==> config.mk <==
export PLATFORM = sky130hd
export DESIGN_NAME = ici_top
export DESIGN_NICKNAME = d
export VERILOG_FILES = /design/src/ici_pkg.sv /design/src/ici_top.sv
export VERILOG_INCLUDE_DIRS = /design/src
export SDC_FILE = /design/constraint.sdc
export NUM_CORES = 1
export LEC_CHECK = 0
export BUFFER_PORTS_ARGS = -buffer_cell sky130_fd_sc_hd__buf_2
export CAP_MARGIN = 20
export CORE_MARGIN = 4
export CORE_UTILIZATION = 38
export DETAILED_ROUTE_END_ITERATION = 10
export PLACE_DENSITY = 0.59
export RECOVER_POWER = 25
export SLEW_MARGIN = 20
export SYNTH_ARGS = -nofsm -noshare
export SYNTH_HDL_FRONTEND = slang
export SYNTH_SLANG_ARGS = --single-unit
==> constraint.sdc <==
create_clock -name ref_clk_in -period 3.5 [get_ports ref_clk_in]
set_input_delay 0.7 -clock ref_clk_in [delete_from_list [all_inputs] [get_ports ref_clk_in]]
set_output_delay 0.7 -clock ref_clk_in [all_outputs]
set_load 0.05 [all_outputs]
==> src/ici_map.svh <==
// Offsets, reset values and timing figures of the imager control port
`ifndef ICI_MAP_SVH
`define ICI_MAP_SVH
`define ICI_CLK_MHZ        10
`define ICI_FLUSH_NS       2000
`define ICI_WAKE_NS        100000
`define ICI_MIN_CLR_NS     100
`define ICI_XFER_CYC       25
`define ICI_MAX_FRAMES     3'h4
`define ICI_ADDR_MSB       3'h1
`define ICI_GC_ADDR        8'h00
`define ICI_GC_RESET       8'h06
`define ICI_GC_RESAMPLE    8'h04
`define ICI_REG_IMG        8'h00
`define ICI_REG_BW         8'h01
`define ICI_REG_MISC       8'h02
`define ICI_REG_TEMP       8'hA4
`define ICI_RST_IMG        8'h14
`define ICI_RST_BW         8'h05
`define ICI_RST_MISC       8'h00
`define ICI_RST_TEMP       8'h00
`define ICI_TEMP_EN_LSB    0
`define ICI_TEMP_EN_MSB    1
`endif

==> src/ici_pkg.sv <==
// Types shared by the imager control port
package ici_pkg;
    typedef enum logic [2:0] {
        ICI_CT_WAKE, ICI_CT_FLUSH, ICI_CT_IDLE,
        ICI_CT_EXPOSE, ICI_CT_XFER, ICI_CT_SLEEP
    } ici_ctl_t;
    typedef enum logic [2:0] {
        ICI_IS_IDLE, ICI_IS_RX, ICI_IS_ACK, ICI_IS_TX, ICI_IS_MACK
    } ici_i2c_t;
    typedef enum logic [1:0] {
        ICI_K_ADDR, ICI_K_REG, ICI_K_DATA, ICI_K_GC
    } ici_kind_t;
    typedef struct packed {
        logic [11:0]      sync1;
        logic [11:0]      sync2;
        logic [11:0]      prev;
        logic [1:0]       boot;
        ici_ctl_t         ct;
        logic [15:0]      cnt;
        logic [2:0]       frames;
        logic             rd_busy;
        logic             cds_valid;
        logic             cleared;
        logic             favail;
        logic             pd;
        logic             ready;
        logic             flushing;
        ici_i2c_t         is;
        ici_kind_t        kind;
        logic [3:0]       bitcnt;
        logic [7:0]       shreg;
        logic             rw;
        logic             drive;
        logic [7:0]       regaddr;
        logic             pend_reset;
        logic             pend_resample;
        logic [3:0]       addr;
        logic [3:0][7:0]  regs;
    } ici_state_t;
endpackage : ici_pkg

==> src/ici_top.sv <==
// Imager clear, flush, power-down control and I2C configuration slave
`timescale 1ns/1ps
`default_nettype none
`include "ici_map.svh"
module ici_top #(
    parameter int FLUSH_NS = `ICI_FLUSH_NS,
    parameter int WAKE_NS  = `ICI_WAKE_NS
) (
    input  wire logic       ref_clk_in,
    input  wire logic       reset_n_in,
    input  wire logic       acq_in,
    input  wire logic       pixel_flush_pulse_in,
    input  wire logic       frame_clear_pulse_in,
    input  wire logic       sleep_request_in,
    input  wire logic       read_pulse_in,
    input  wire logic       readout_done_in,
    input  wire logic [1:0] addr_select_low_pin_in,
    input  wire logic [1:0] addr_select_high_pin_in,
    input  wire logic       scl_in,
    input  wire logic       sda_in,
    output logic            sda_out,
    output logic            sda_oe_out,
    output logic            frame_available_out,
    output logic            cds_valid_out,
    output logic            readout_busy_out,
    output logic            flushing_out,
    output logic            powered_down_out,
    output logic            ready_out,
    output logic [1:0]      temp_sensor_en_out,
    output logic [3:0]      slave_addr_out
);
    localparam int FLUSH_CYC = (FLUSH_NS * `ICI_CLK_MHZ + 999) / 1000;
    localparam int WAKE_CYC  = (WAKE_NS * `ICI_CLK_MHZ + 999) / 1000;
    localparam int ACQ = 0, PIX = 1, CLR = 2, SLP = 3;
    localparam int RDP = 4, RDD = 5, SCL = 6, SDA = 7;

    if (FLUSH_CYC < 1 || FLUSH_CYC > 65536 || WAKE_CYC < 1
        || WAKE_CYC > 65536) begin : g_chk
        $error("ici_top: timing parameters out of range");
    end

    ici_pkg::ici_state_t q;
    ici_pkg::ici_state_t d;
    logic [11:0] pins;
    logic acq_rise, acq_fall, pix_rise, clr_rise, rdp_rise, rdd_rise;
    logic scl_rise, scl_fall, i2c_start, i2c_stop;
    logic inc, dec, wipe;
    logic [2:0] hit;
    logic [7:0] rd_byte;

    // Maps a register address to {hit, index}
    function automatic logic [2:0] reg_hit(input logic [7:0] a);
        case (a)
            `ICI_REG_IMG:  reg_hit = 3'h4;
            `ICI_REG_BW:   reg_hit = 3'h5;
            `ICI_REG_MISC: reg_hit = 3'h6;
            `ICI_REG_TEMP: reg_hit = 3'h7;
            default:       reg_hit = 3'h0;
        endcase
    endfunction : reg_hit

    function automatic ici_pkg::ici_state_t rst_state();
        ici_pkg::ici_state_t s;
        s = '0;
        s.ct = ici_pkg::ICI_CT_WAKE;
        s.cnt = 16'(WAKE_CYC - 1);
        s.pd = 1'b1;
        // Bus lines idle high; a low reset value would fake an SCL edge
        s.sync1[SDA:SCL] = 2'h3;
        s.sync2[SDA:SCL] = 2'h3;
        s.prev[SDA:SCL] = 2'h3;
        s.regs[0] = `ICI_RST_IMG;
        s.regs[1] = `ICI_RST_BW;
        s.regs[2] = `ICI_RST_MISC;
        s.regs[3] = `ICI_RST_TEMP;
        return s;
    endfunction : rst_state

    assign pins = {addr_select_high_pin_in, addr_select_low_pin_in,
                   sda_in, scl_in, readout_done_in, read_pulse_in,
                   sleep_request_in, frame_clear_pulse_in,
                   pixel_flush_pulse_in, acq_in};
    assign acq_rise = q.sync2[ACQ] & ~q.prev[ACQ];
    assign acq_fall = ~q.sync2[ACQ] & q.prev[ACQ];
    assign pix_rise = q.sync2[PIX] & ~q.prev[PIX];
    assign clr_rise = q.sync2[CLR] & ~q.prev[CLR];
    assign rdp_rise = q.sync2[RDP] & ~q.prev[RDP];
    assign rdd_rise = q.sync2[RDD] & ~q.prev[RDD];
    assign scl_rise = q.sync2[SCL] & ~q.prev[SCL];
    assign scl_fall = ~q.sync2[SCL] & q.prev[SCL];
    assign i2c_start = q.prev[SCL] & q.sync2[SCL] & q.prev[SDA]
                     & ~q.sync2[SDA];
    assign i2c_stop = q.prev[SCL] & q.sync2[SCL] & ~q.prev[SDA]
                    & q.sync2[SDA];

    always_comb begin
        d = q;
        inc = 1'b0;
        dec = 1'b0;
        wipe = 1'b0;
        hit = reg_hit(q.regaddr);
        rd_byte = hit[2] ? q.regs[hit[1:0]] : 8'h00;
        d.sync1 = pins;
        d.sync2 = q.sync1;
        d.prev = q.sync2;
        // Straps settle through the synchroniser before capture
        if (q.boot != 2'h3) begin
            d.boot = q.boot + 2'h1;
        end
        if (q.boot == 2'h2) begin
            d.addr = q.sync2[11:8];
        end
        case (q.ct)
            ici_pkg::ICI_CT_WAKE: begin
                if (q.cnt == 16'h0) begin
                    d.ct = ici_pkg::ICI_CT_FLUSH;
                    d.cnt = 16'(FLUSH_CYC - 1);
                    wipe = 1'b1;
                end else begin
                    d.cnt = q.cnt - 16'h1;
                end
            end
            ici_pkg::ICI_CT_FLUSH: begin
                // Acquisition edges fall on the floor here
                if (q.cnt == 16'h0) begin
                    d.ct = ici_pkg::ICI_CT_IDLE;
                end else begin
                    d.cnt = q.cnt - 16'h1;
                end
            end
            ici_pkg::ICI_CT_IDLE: begin
                if (q.sync2[SLP] && !q.rd_busy) begin
                    d.ct = ici_pkg::ICI_CT_SLEEP;
                    wipe = 1'b1;
                    d.cds_valid = 1'b0;
                end else begin
                    if (clr_rise) begin
                        wipe = 1'b1;
                        d.rd_busy = 1'b0;
                        d.cleared = q.cds_valid;
                    end
                    if (acq_rise && q.frames != `ICI_MAX_FRAMES) begin
                        d.ct = ici_pkg::ICI_CT_EXPOSE;
                    end else if (pix_rise && !q.sync2[ACQ]) begin
                        d.ct = ici_pkg::ICI_CT_FLUSH;
                        d.cnt = 16'(FLUSH_CYC - 1);
                    end
                end
            end
            ici_pkg::ICI_CT_EXPOSE: begin
                // Flush requests ignored while acquisition is high
                if (clr_rise) begin
                    wipe = 1'b1;
                    d.rd_busy = 1'b0;
                    d.cleared = q.cds_valid;
                end
                if (acq_fall) begin
                    d.ct = ici_pkg::ICI_CT_XFER;
                    d.cnt = 16'(`ICI_XFER_CYC - 1);
                end
            end
            ici_pkg::ICI_CT_XFER: begin
                // Clear and flush edges are dropped during the shift
                if (q.cnt == 16'h0) begin
                    d.ct = ici_pkg::ICI_CT_IDLE;
                    inc = 1'b1;
                    if (q.cleared) begin
                        d.cds_valid = 1'b0;
                        d.cleared = 1'b0;
                    end
                end else begin
                    d.cnt = q.cnt - 16'h1;
                end
            end
            ici_pkg::ICI_CT_SLEEP: begin
                wipe = 1'b1;
                if (!q.sync2[SLP]) begin
                    d.ct = ici_pkg::ICI_CT_WAKE;
                    d.cnt = 16'(WAKE_CYC - 1);
                end
            end
            default: begin
                d.ct = ici_pkg::ICI_CT_IDLE;
            end
        endcase
        if (rdd_rise && q.rd_busy) begin
            d.rd_busy = 1'b0;
        end
        if (rdp_rise && !q.rd_busy && q.frames != 3'h0 && !wipe
            && q.ct != ici_pkg::ICI_CT_SLEEP) begin
            d.rd_busy = 1'b1;
            d.cds_valid = 1'b1;
            d.cleared = 1'b0;
            dec = 1'b1;
        end
        d.frames = wipe ? 3'(inc) : q.frames + 3'(inc) - 3'(dec);

        // I2C slave; SCL is never driven, so no stretching
        if (i2c_start) begin
            d.is = ici_pkg::ICI_IS_RX;
            d.kind = ici_pkg::ICI_K_ADDR;
            d.bitcnt = 4'h0;
            d.drive = 1'b0;
        end else if (i2c_stop) begin
            d.is = ici_pkg::ICI_IS_IDLE;
            d.drive = 1'b0;
            d.pend_reset = 1'b0;
            d.pend_resample = 1'b0;
            if (q.pend_resample) begin
                d.boot = 2'h0;
            end
        end else begin
            case (q.is)
                ici_pkg::ICI_IS_RX: begin
                    if (scl_rise && q.bitcnt != 4'h8) begin
                        d.shreg = {q.shreg[6:0], q.sync2[SDA]};
                        d.bitcnt = q.bitcnt + 4'h1;
                    end
                    if (scl_fall && q.bitcnt == 4'h8) begin
                        d.bitcnt = 4'h0;
                        d.is = ici_pkg::ICI_IS_ACK;
                        d.drive = 1'b1;
                        case (q.kind)
                            ici_pkg::ICI_K_ADDR: begin
                                d.rw = q.shreg[0];
                                d.kind = ici_pkg::ICI_K_REG;
                                if (q.shreg == `ICI_GC_ADDR) begin
                                    d.kind = ici_pkg::ICI_K_GC;
                                end else if (q.shreg[7:1] !=
                                    {`ICI_ADDR_MSB, q.addr}) begin
                                    d.is = ici_pkg::ICI_IS_IDLE;
                                    d.drive = 1'b0;
                                end
                            end
                            ici_pkg::ICI_K_REG: begin
                                d.regaddr = q.shreg;
                                d.kind = ici_pkg::ICI_K_DATA;
                            end
                            ici_pkg::ICI_K_DATA: begin
                                if (hit[2]) begin
                                    d.regs[hit[1:0]] = q.shreg;
                                end
                                d.regaddr = q.regaddr + 8'h1;
                            end
                            default: begin
                                if (q.shreg == `ICI_GC_RESET) begin
                                    d.pend_reset = 1'b1;
                                end else if (q.shreg == `ICI_GC_RESAMPLE)
                                begin
                                    d.pend_resample = 1'b1;
                                end else begin
                                    d.is = ici_pkg::ICI_IS_IDLE;
                                    d.drive = 1'b0;
                                end
                            end
                        endcase
                    end
                end
                ici_pkg::ICI_IS_ACK: begin
                    if (scl_fall) begin
                        if (q.rw) begin
                            d.shreg = rd_byte;
                            d.drive = ~rd_byte[7];
                            d.is = ici_pkg::ICI_IS_TX;
                            d.bitcnt = 4'h0;
                        end else begin
                            d.drive = 1'b0;
                            d.is = ici_pkg::ICI_IS_RX;
                        end
                    end
                end
                ici_pkg::ICI_IS_TX: begin
                    if (scl_fall) begin
                        if (q.bitcnt == 4'h7) begin
                            d.drive = 1'b0;
                            d.is = ici_pkg::ICI_IS_MACK;
                        end else begin
                            d.shreg = {q.shreg[6:0], 1'b0};
                            d.drive = ~q.shreg[6];
                            d.bitcnt = q.bitcnt + 4'h1;
                        end
                    end
                end
                ici_pkg::ICI_IS_MACK: begin
                    if (scl_rise) begin
                        if (q.sync2[SDA]) begin
                            d.is = ici_pkg::ICI_IS_IDLE;
                        end else begin
                            d.regaddr = q.regaddr + 8'h1;
                            d.is = ici_pkg::ICI_IS_ACK;
                        end
                    end
                end
                default: begin
                    d.is = ici_pkg::ICI_IS_IDLE;
                end
            endcase
        end
        if (i2c_stop && q.pend_reset) begin
            d = rst_state();
            d.sync1 = pins;
            d.sync2 = q.sync1;
            d.prev = q.sync2;
        end
        d.favail = d.frames != 3'h0;
        d.pd = d.ct == ici_pkg::ICI_CT_SLEEP || d.ct == ici_pkg::ICI_CT_WAKE;
        d.ready = d.ct == ici_pkg::ICI_CT_IDLE;
        d.flushing = d.ct == ici_pkg::ICI_CT_FLUSH;
    end

    always_ff @(posedge ref_clk_in or negedge reset_n_in) begin
        if (!reset_n_in) begin
            q <= rst_state();
        end else begin
            q <= d;
        end
    end

    assign sda_out = 1'b0;
    assign sda_oe_out = q.drive;
    assign frame_available_out = q.favail;
    assign cds_valid_out = q.cds_valid;
    assign readout_busy_out = q.rd_busy;
    assign flushing_out = q.flushing;
    assign powered_down_out = q.pd;
    assign ready_out = q.ready;
    assign temp_sensor_en_out = q.regs[3][`ICI_TEMP_EN_MSB:`ICI_TEMP_EN_LSB];
    assign slave_addr_out = q.addr;
endmodule : ici_top
`default_nettype wire

After elaboration in Yosys (flattened, before gate mapping)
Cells that the tools add are included.
{ "totals": {"output_inout_bits": 14, "input_bits": 14, "reg_bits": 128} }
{ "op_classes": {"eq_ne": 62, "bitwise": 25, "reduce_logical": 62, "order_cmp": 2, "n_addsub": 6, "mux": 104} }
{ "op_table": {"columns": ["op", "n"], "rows": [
  ["32-bit two-way mux", 6],
  ["96-bit two-way mux", 1],
  ["16-bit one-hot mux with 5 select lines", 1],
  ["12-bit two-way mux", 6],
  ["16-bit two-way mux", 4],
  ["19-bit two-way mux", 3],
  ["8-bit two-way mux", 6],
  ["3-bit != test (second input constant)", 15],
  ["3-bit two-way mux", 13],
  ["4-bit != test (second input constant)", 9],
  ["12-bit one-hot mux with 3 select lines", 1],
  ["5-bit != test (second input constant)", 7],
  ["32-bit bitwise mux", 1],
  ["8-bit one-hot mux with 2 select lines", 2],
  ["2-bit two-way mux", 15],
  ["9-bit two-way mux", 3],
  ["3-bit nonzero test", 9],
  ["1-bit two-way mux", 26],
  ["3-bit one-hot mux with 4 select lines", 2],
  ["7-bit AND reduction", 3],
  ["8-bit binary-select mux with 2-bit select", 1],
  ["8-bit demux with 2-bit select", 1],
  ["8-bit by 3-bit equality test with 1-bit output (second input constant)", 2],
  ["16-bit logical NOT", 1],
  ["53 further kinds", 123]
]} }

Longest topological paths before layout
Gate-level depths: netlist (run 1).
{ "depth": {"depth_word": 16, "depth_mapped": 13, "ltp_nobuf": 13} }

Least setup slack after synthesis (run 1)
OpenSTA, ideal clock, no wires.
{ "synth_timing": {"kind": "register -> register", "startpoint": "reg q[75] (netlist bit)", "endpoint": "reg q, in the netlist frame_available_out", "t_required_ns": 3.372, "slack_ns": 0.354, "stages_incl_launch_ff": 12, "arrival_time_ns": 3.018, "cell_sequence": "dfstp_2 -> inv_1 -> ha_1 -> or3b_1 -> or2_1 -> or4b_2 -> ha_1 -> inv_1 -> ha_1 -> fa_1 -> xnor2_1 -> a21oi_1"} }
{ "synth_lines": {"columns": ["item", "line_no", "rtl"], "rows": [
  ["from (decl)", "ici_top.sv:42", "ici_pkg::ici_state_t q;"],
  ["from (signal assigned)", "ici_top.sv:313", "q <= rst_state();"]
]} }

==> results of run 1 <==
==> sequential cells by signal (all words and copies together) (netlist names) <==
register             flops
q                      114
slave_addr_out           4
temp_sensor_en_out       2
cds_valid_out            1
flushing_out             1
frame_available_out      1
powered_down_out         1
readout_busy_out         1
ready_out                1
sda_oe_out               1
==> cells by family (layout without fill, tap and decap cells) <==
logic type	Yosys count	after routing
AO/OA/AOI/OAI	206	206
XOR/XNOR	9	9
adder cells (fa/ha/maj)	14	14
buffers and inverters	69	95
flip-flops	127	127
multiplexers	7	7
other	1	1
AND/OR/NAND/NOR	250	250
==> worst register-to-register path, cell delays in order, from the launching register on <==
cell and delay (ns):
dfstp_2 0.38, inv_1 0.08, ha_1 0.20, or3b_4 0.43
or2_4 0.29, or4b_2 0.65, ha_1 0.30, inv_1 0.04
ha_1 0.20, fa_1 0.39, xnor2_1 0.22, a21oi_1 0.09
==> report_power, final <==
| group | switching (mW) | leakage [nW] | total (mW) | internal, mW |
|---|---|---|---|---|
| registers | 0.240 | 1.60 | 1.93 | 1.69 |
| clock network | 0.688 | 0.302 | 1.89 | 1.20 |
| logic | 0.612 | 1.29 | 1.00 | 0.391 |
| total | 1.54 | 3.19 | 4.83 | 3.29 |
==> cells in the mapped netlist, types with 13 or more instances <==
cell type,instances,area [um2]
dfstp_2,19,499.2
a21oi_1,49,245.2
ha_1,13,162.7
o21ai_0,46,230.2
a32o_1,16,160.2
nand2_1,72,270.3
nor2_1,51,191.4
dfrtp_1,108,2703
clkbuf_1,20,75.07
inv_1,29,108.9
nand3_1,23,115.1
nor3_1,18,90.09
==> timing repair <==
action	4_1_cts	5_1_grt
endpoints found under the setup margin	0	2
hold endpoints to repair	0	0
gates resized for setup	0	2
==> through the flow <==
stage	worst slack [ns]	utilization	hold slack, ns	setup TNS [ns]
2_1_floorplan	0.3539	-	0.3312	0
3_3_place_gp	0.2152	0.4095	0.3334	0
3_5_place_dp	0.07741	0.4095	0.3347	0
4_1_cts	0.05731	0.4473	0.2174	0
5_1_grt	-0.01318	0.4467	0.3550	-0.01318
6_report	0.1083	0.4467	0.3458	0
==> routing by layer <==
| metal | share of wire | vias to the layer above |
|---|---|---|
| met2 | 0.50 | 174 |
| met1 | 0.43 | 2641 |
| met3 | 0.049 | 29 |
| met4 | 0.018 | 0 |
| met5 | 0 | - |
| li1 | - | 2515 |
==> worst max-delay path by stage <==
stage	from	endpoint	slack, ns	depth (start not counted)
after floorplan	q[75]	frame_available_out	0.35	11
after global placement	q[75]	frame_available_out	0.22	11
after detailed placement	q[75]	frame_available_out	0.08	11
after CTS	q[75]	frame_available_out	0.06	11
after global routing	q[75]	frame_available_out	-0.01	11
final	q[75]	frame_available_out	0.11	11
==> cell type report <==
type,count,area share
inverter,29,0.01454
clock buffer,18,0.05733
multi-input combinational,487,0.4110
clock inverter,14,0.02741
tap,220,0.03677
timing repair buffer,34,0.02524
sequential,127,0.4277
==> results.cfg, run 1 <==
[drt]
initialDrtViolationCount = 410
drcViolationCount = 0
wl_per_cell_um = 17.69
via_per_inst = 5.769
ant_nets = 0
dr.pass1.iters = 5
routed_wl_um = 16430
vias = 5359

[worst_setup_path]
worstRegToRegCells = 11
slowest_stage = or4b_2
crit_buf_inv = 2
critical_path.max_stage_delay_ns = 0.65
critical_path.startpoint_type = register
path_cells = inv_1, ha_1, or3b_4, or2_4, or4b_2, ha_1, inv_1, ha_1, fa_1, xnor2_1, a21oi_1
worst_r2r_endpoint = frame_available_out
critical_path.top_delay_family = simple AND/OR/NAND/NOR gates
critPathKind = register to register
path_max_fanout = 5
crit_top_cell = ha_1
worst_ep_required_time_ns = 3.79
ff2ff_setup_slack_ns = 0.11
worst_setup_path_end_kind = register
r2r_start = q[75]
critPathArrivalTime_ns = 3.69

[finish]
multi_input_area_um2 = 3077
layout_common_cells = dfrtp_1, nand2_1, nor2_1, a21oi_1, o21ai_0
layout_commonest_cell = dfrtp_1
syn2layout_area_growth_pct = 13.92
fin_nets = 724
final_cells = 929
final_area_um2 = 7486
drive_gt1_frac = 0.1537
diodes = 0
n_fill_cell = 1602
regArea_um2 = 3202

[grt]
grtUsageMet1 = 0.2178
grt_max_degree = 99
grt_pass1_vias = 5411
grt.total_usage = 0.1729
use_met2 = 0.2921
globalRouteOverflowTotal = 0
gr-usage-met3 = 0.04220
grt_pass1_wl_um = 27310
grt_antenna_before_repair = 0
busiest_layer = met2

[logic_synthesis]
synth-simple-area-share = 0.2009
synthXorXnorAreaFrac = 0.01200
synth_adder_area_share = 0.02780
synthArstFlopShare = 1.000
synth-compound-area-share = 0.2153
muxShareOfSynthArea = 0.01085
synthCells = 683
ys.flop_type = dfrtp_1
yosysWarningCount = 0
synthesis.area_um2 = 6571
synth.avg_cell_area_um2 = 9.621
ys_ff_latch = 127
ys_types = 82
synth_nets = 711
synth_edf_count = 0
synth_top_family_by_area = compound AO/OA/AOI/OAI gates
seq_area_frac_synth = 0.4872

[sta]
finalCritPeriodShare = 0.9690
period_minus_slack_ns = 3.392
relSlewSlack = -0.09477
hold_viol = 0
drv_slew = 31
clock_skew_ns = 0.005032
worstMarginPinSlew_ns = 1.642
setup_viol = 0
max_freq_mhz = 294.8

[clock_tree]
post_cts_buffers = 0
cts_htree_levels = 4
cts_sinks = 127
cts_tree = done
cts_root_buf = clkbuf_16
hold_buffers = 0
cts_max_path_buffers = 2
clk_pin_slew_ns = 0.06
numCtsBuffers = 17
clk_latency_ns = 0.42

[floorplan]
die_w_um = 139.5
core_um2 = 16760
rows = 47
initial_core_util = 0.3921
die-height_um = 139.5
die-area_um2 = 19460
pin_count = 28

[placed_design]
placed_cells_incl_taps = 897
place.gp.congestion = 0.8668
post_dp_cell_area_um2 = 6863
buffer_ports.inserted = 26
dp_hpwl_um = 11130

[outcome]
violations = max-capacitance violations, max-slew violations
run_status = finished, violations left

[hold_path]
hold_end = q[117]
worstHoldPathCells = 0
holdCritStartpoint = q[129]
worstHoldPathType = register to register

[power_and_ir_drop]
p_per_area_nw_per_um2 = 645.0
p_leak_nw = 3.193
power_mw = 4.829
vdd_drop_max_uv = 436.5

[flow_run]
max_cap_violations = 1
(Power assumes the default switching activity.)
==> inputs of run 2 (changes only) <==
--- a/config.mk
+++ b/config.mk
@@ -9,9 +9,10 @@
 export BUFFER_PORTS_ARGS = -buffer_cell sky130_fd_sc_hd__buf_2
 export CAP_MARGIN = 20
 export CORE_MARGIN = 4
-export CORE_UTILIZATION = 38
+export CORE_UTILIZATION = 55
+export CTS_CLUSTER_SIZE = 20
 export DETAILED_ROUTE_END_ITERATION = 10
-export PLACE_DENSITY = 0.59
+export PLACE_DENSITY_LB_ADDON = 0.08
 export RECOVER_POWER = 25
 export SLEW_MARGIN = 20
 export SYNTH_ARGS = -nofsm -noshare
==> results.cfg, run 2 (same netlist as run 1, synthesis figures left out) <==
[power_and_ir_drop]
swShare = 0.3316
p_per_area_nw_per_um2 = 624.8
power_mw = 4.593
p_switching_mw = 1.523
vdd_drop_max_uv = 525.8
clock_power_share = 0.364
p_leak_nw = 3.187
comb_power_share = 0.216
seqPwrFrac = 0.420
p_int_mw = 3.070

[worst_setup_path]
worst_setup_path_end_kind = register
worst_ep_required_time_ns = 3.79
critPathKind = register to register
crit_top_cell = ha_1
critical_path.startpoint_type = register
crit_buf_inv = 2
slowest_stage = or4b_2
path_max_fanout = 5
critical_path.max_stage_delay_ns = 0.66
critPathArrivalTime_ns = 3.67
critical_path.top_delay_family = simple AND/OR/NAND/NOR gates
ff2ff_setup_slack_ns = 0.13
path_cells = inv_1, ha_1, or3b_1, or2_1, or4b_2, ha_1, inv_1, ha_1, fa_1, xnor2_1, a21oi_1

[grt]
grt.total_usage = 0.2417
grt_pass1_wl_um = 26960
globalRouteOverflowTotal = 0
grt_max_degree = 61
grt_antenna_before_repair = 0
grt_pass1_vias = 5455

[finish]
regMostFlops = q
syn2layout_area_growth_pct = 11.88
layout_commonest_cell = dfrtp_1
layout_common_cells = dfrtp_1, nand2_1, nor2_1, a21oi_1, o21ai_0
final_area_um2 = 7352
largest_reg_flops = 114
drive_gt1_frac = 0.1547
diodes = 0
final_cells = 854
fin_nets = 726

[drt]
wl_per_cell_um = 18.48
initialDrtViolationCount = 529
met2WireLength_um = 7840
highest_layer = met4
drcViolationCount = 0
wirelength_met1_um = 6676
dr.pass1.iters = 6
vias = 5368
wl_met3_um = 885
via_per_inst = 6.286
routed_wl_um = 15780
ant_nets = 0

[sta]
fin_setup_tns_ns = 0
max_freq_mhz = 296.6
setup_viol = 0
finalCritPeriodShare = 0.9633
rsz0062_at_grt = no
worstMarginPinSlew_ns = 1.492
relSlewSlack = 0.005298
drv_slew = 0
clock_skew_ns = 0.01451
period_minus_slack_ns = 3.371
hold_viol = 0

[clock_tree]
cts_resized = 0
cts_root_buf = clkbuf_16
cts_htree_levels = 4
cts_max_path_buffers = 2
post_cts_buffers = 0
clk_pin_slew_ns = 0.06
clk_latency_ns = 0.42
cts_tree = done
numCtsBuffers = 17
hold_buffers = 0
cts_sinks = 127

[placed_design]
placed_cells_incl_taps = 822
post_dp_cell_area_um2 = 6794
place.gp.congestion = 0.9265
dp_hpwl_um = 10820
buffer_ports.inserted = 26

[floorplan]
rows = 39
core_um2 = 11560
initial_core_util = 0.5682
die-area_um2 = 13760
die-height_um = 117.3
die_w_um = 117.3
pin_count = 28

[hold_path]
worstHoldPathType = register to register

[flow_run]
max_cap_violations = 0

[outcome]
run_status = complete, no violations
==> run 2: layout make-up <==
class                      count  area [um2]
inverter                      29       108.9
clock inverter                14       131.4
multi-input combinational    487        3072
sequential                   127        3202
clock buffer                  18       429.2
tap                          143       178.9
timing repair buffer          36       230.2
fill                         929        4213
==> run 2: layer usage <==
metal  vias to the layer above  GRT usage
met1                      2668     0.3031
met3                        33    0.06593
met2                       150     0.3941
met4                         0     0.1056
met5                         -          0
li1                       2517          -
==> run 2: metrics by stage <==
stage | hold slack, ns | setup slack, ns | utilization
final | 0.3422 | 0.1286 | 0.6357
after detailed placement | 0.3356 | 0.1416 | 0.5875
after global routing | 0.3445 | 0.04422 | 0.6357
after global placement | 0.3323 | 0.2457 | 0.5875
after CTS | 0.3491 | 0.1210 | 0.6359
after floorplan | 0.3312 | 0.3539 | -
==> run 2: path summary, 6_finish.rpt <==
kind | start | end | depth (start not counted)
worst max-delay path | q[75] | frame_available_out | 11
worst min-delay path | q[131] | q[119] | 0
worst max register to register | q[75] | frame_available_out | 11
worst min register to register | q[131] | q[119] | 0
max in group asynchronous | reset_n_in | q[129] | 2
min in group asynchronous | reset_n_in | q[54] | 1
==> run 2: power by group through the flow <==
| stage | clock, mW | combinational [mW] | sequential [mW] |
|---|---|---|---|
| floorplan | 0 | 0.726 | 1.94 |
| global placement | 0 | 0.965 | 1.93 |
| detailed placement | 0 | 0.993 | 1.94 |
| CTS | 1.70 | 1.00 | 1.92 |
| global route | 1.79 | 1.12 | 1.96 |
| finish | 1.67 | 0.993 | 1.93 |
==> run 2: worst register-to-register path: cells and delay by family, from the launching register on <==
family | cells | cell delay (ns)
and+or+nand+nor | 3 | 1.39
adders and majority gates | 4 | 1.06
DFF | 1 | 0.38
xor gates and xnor gates | 1 | 0.22
buffers and inverters | 2 | 0.11
AOI/OAI and AO/OA | 1 | 0.09
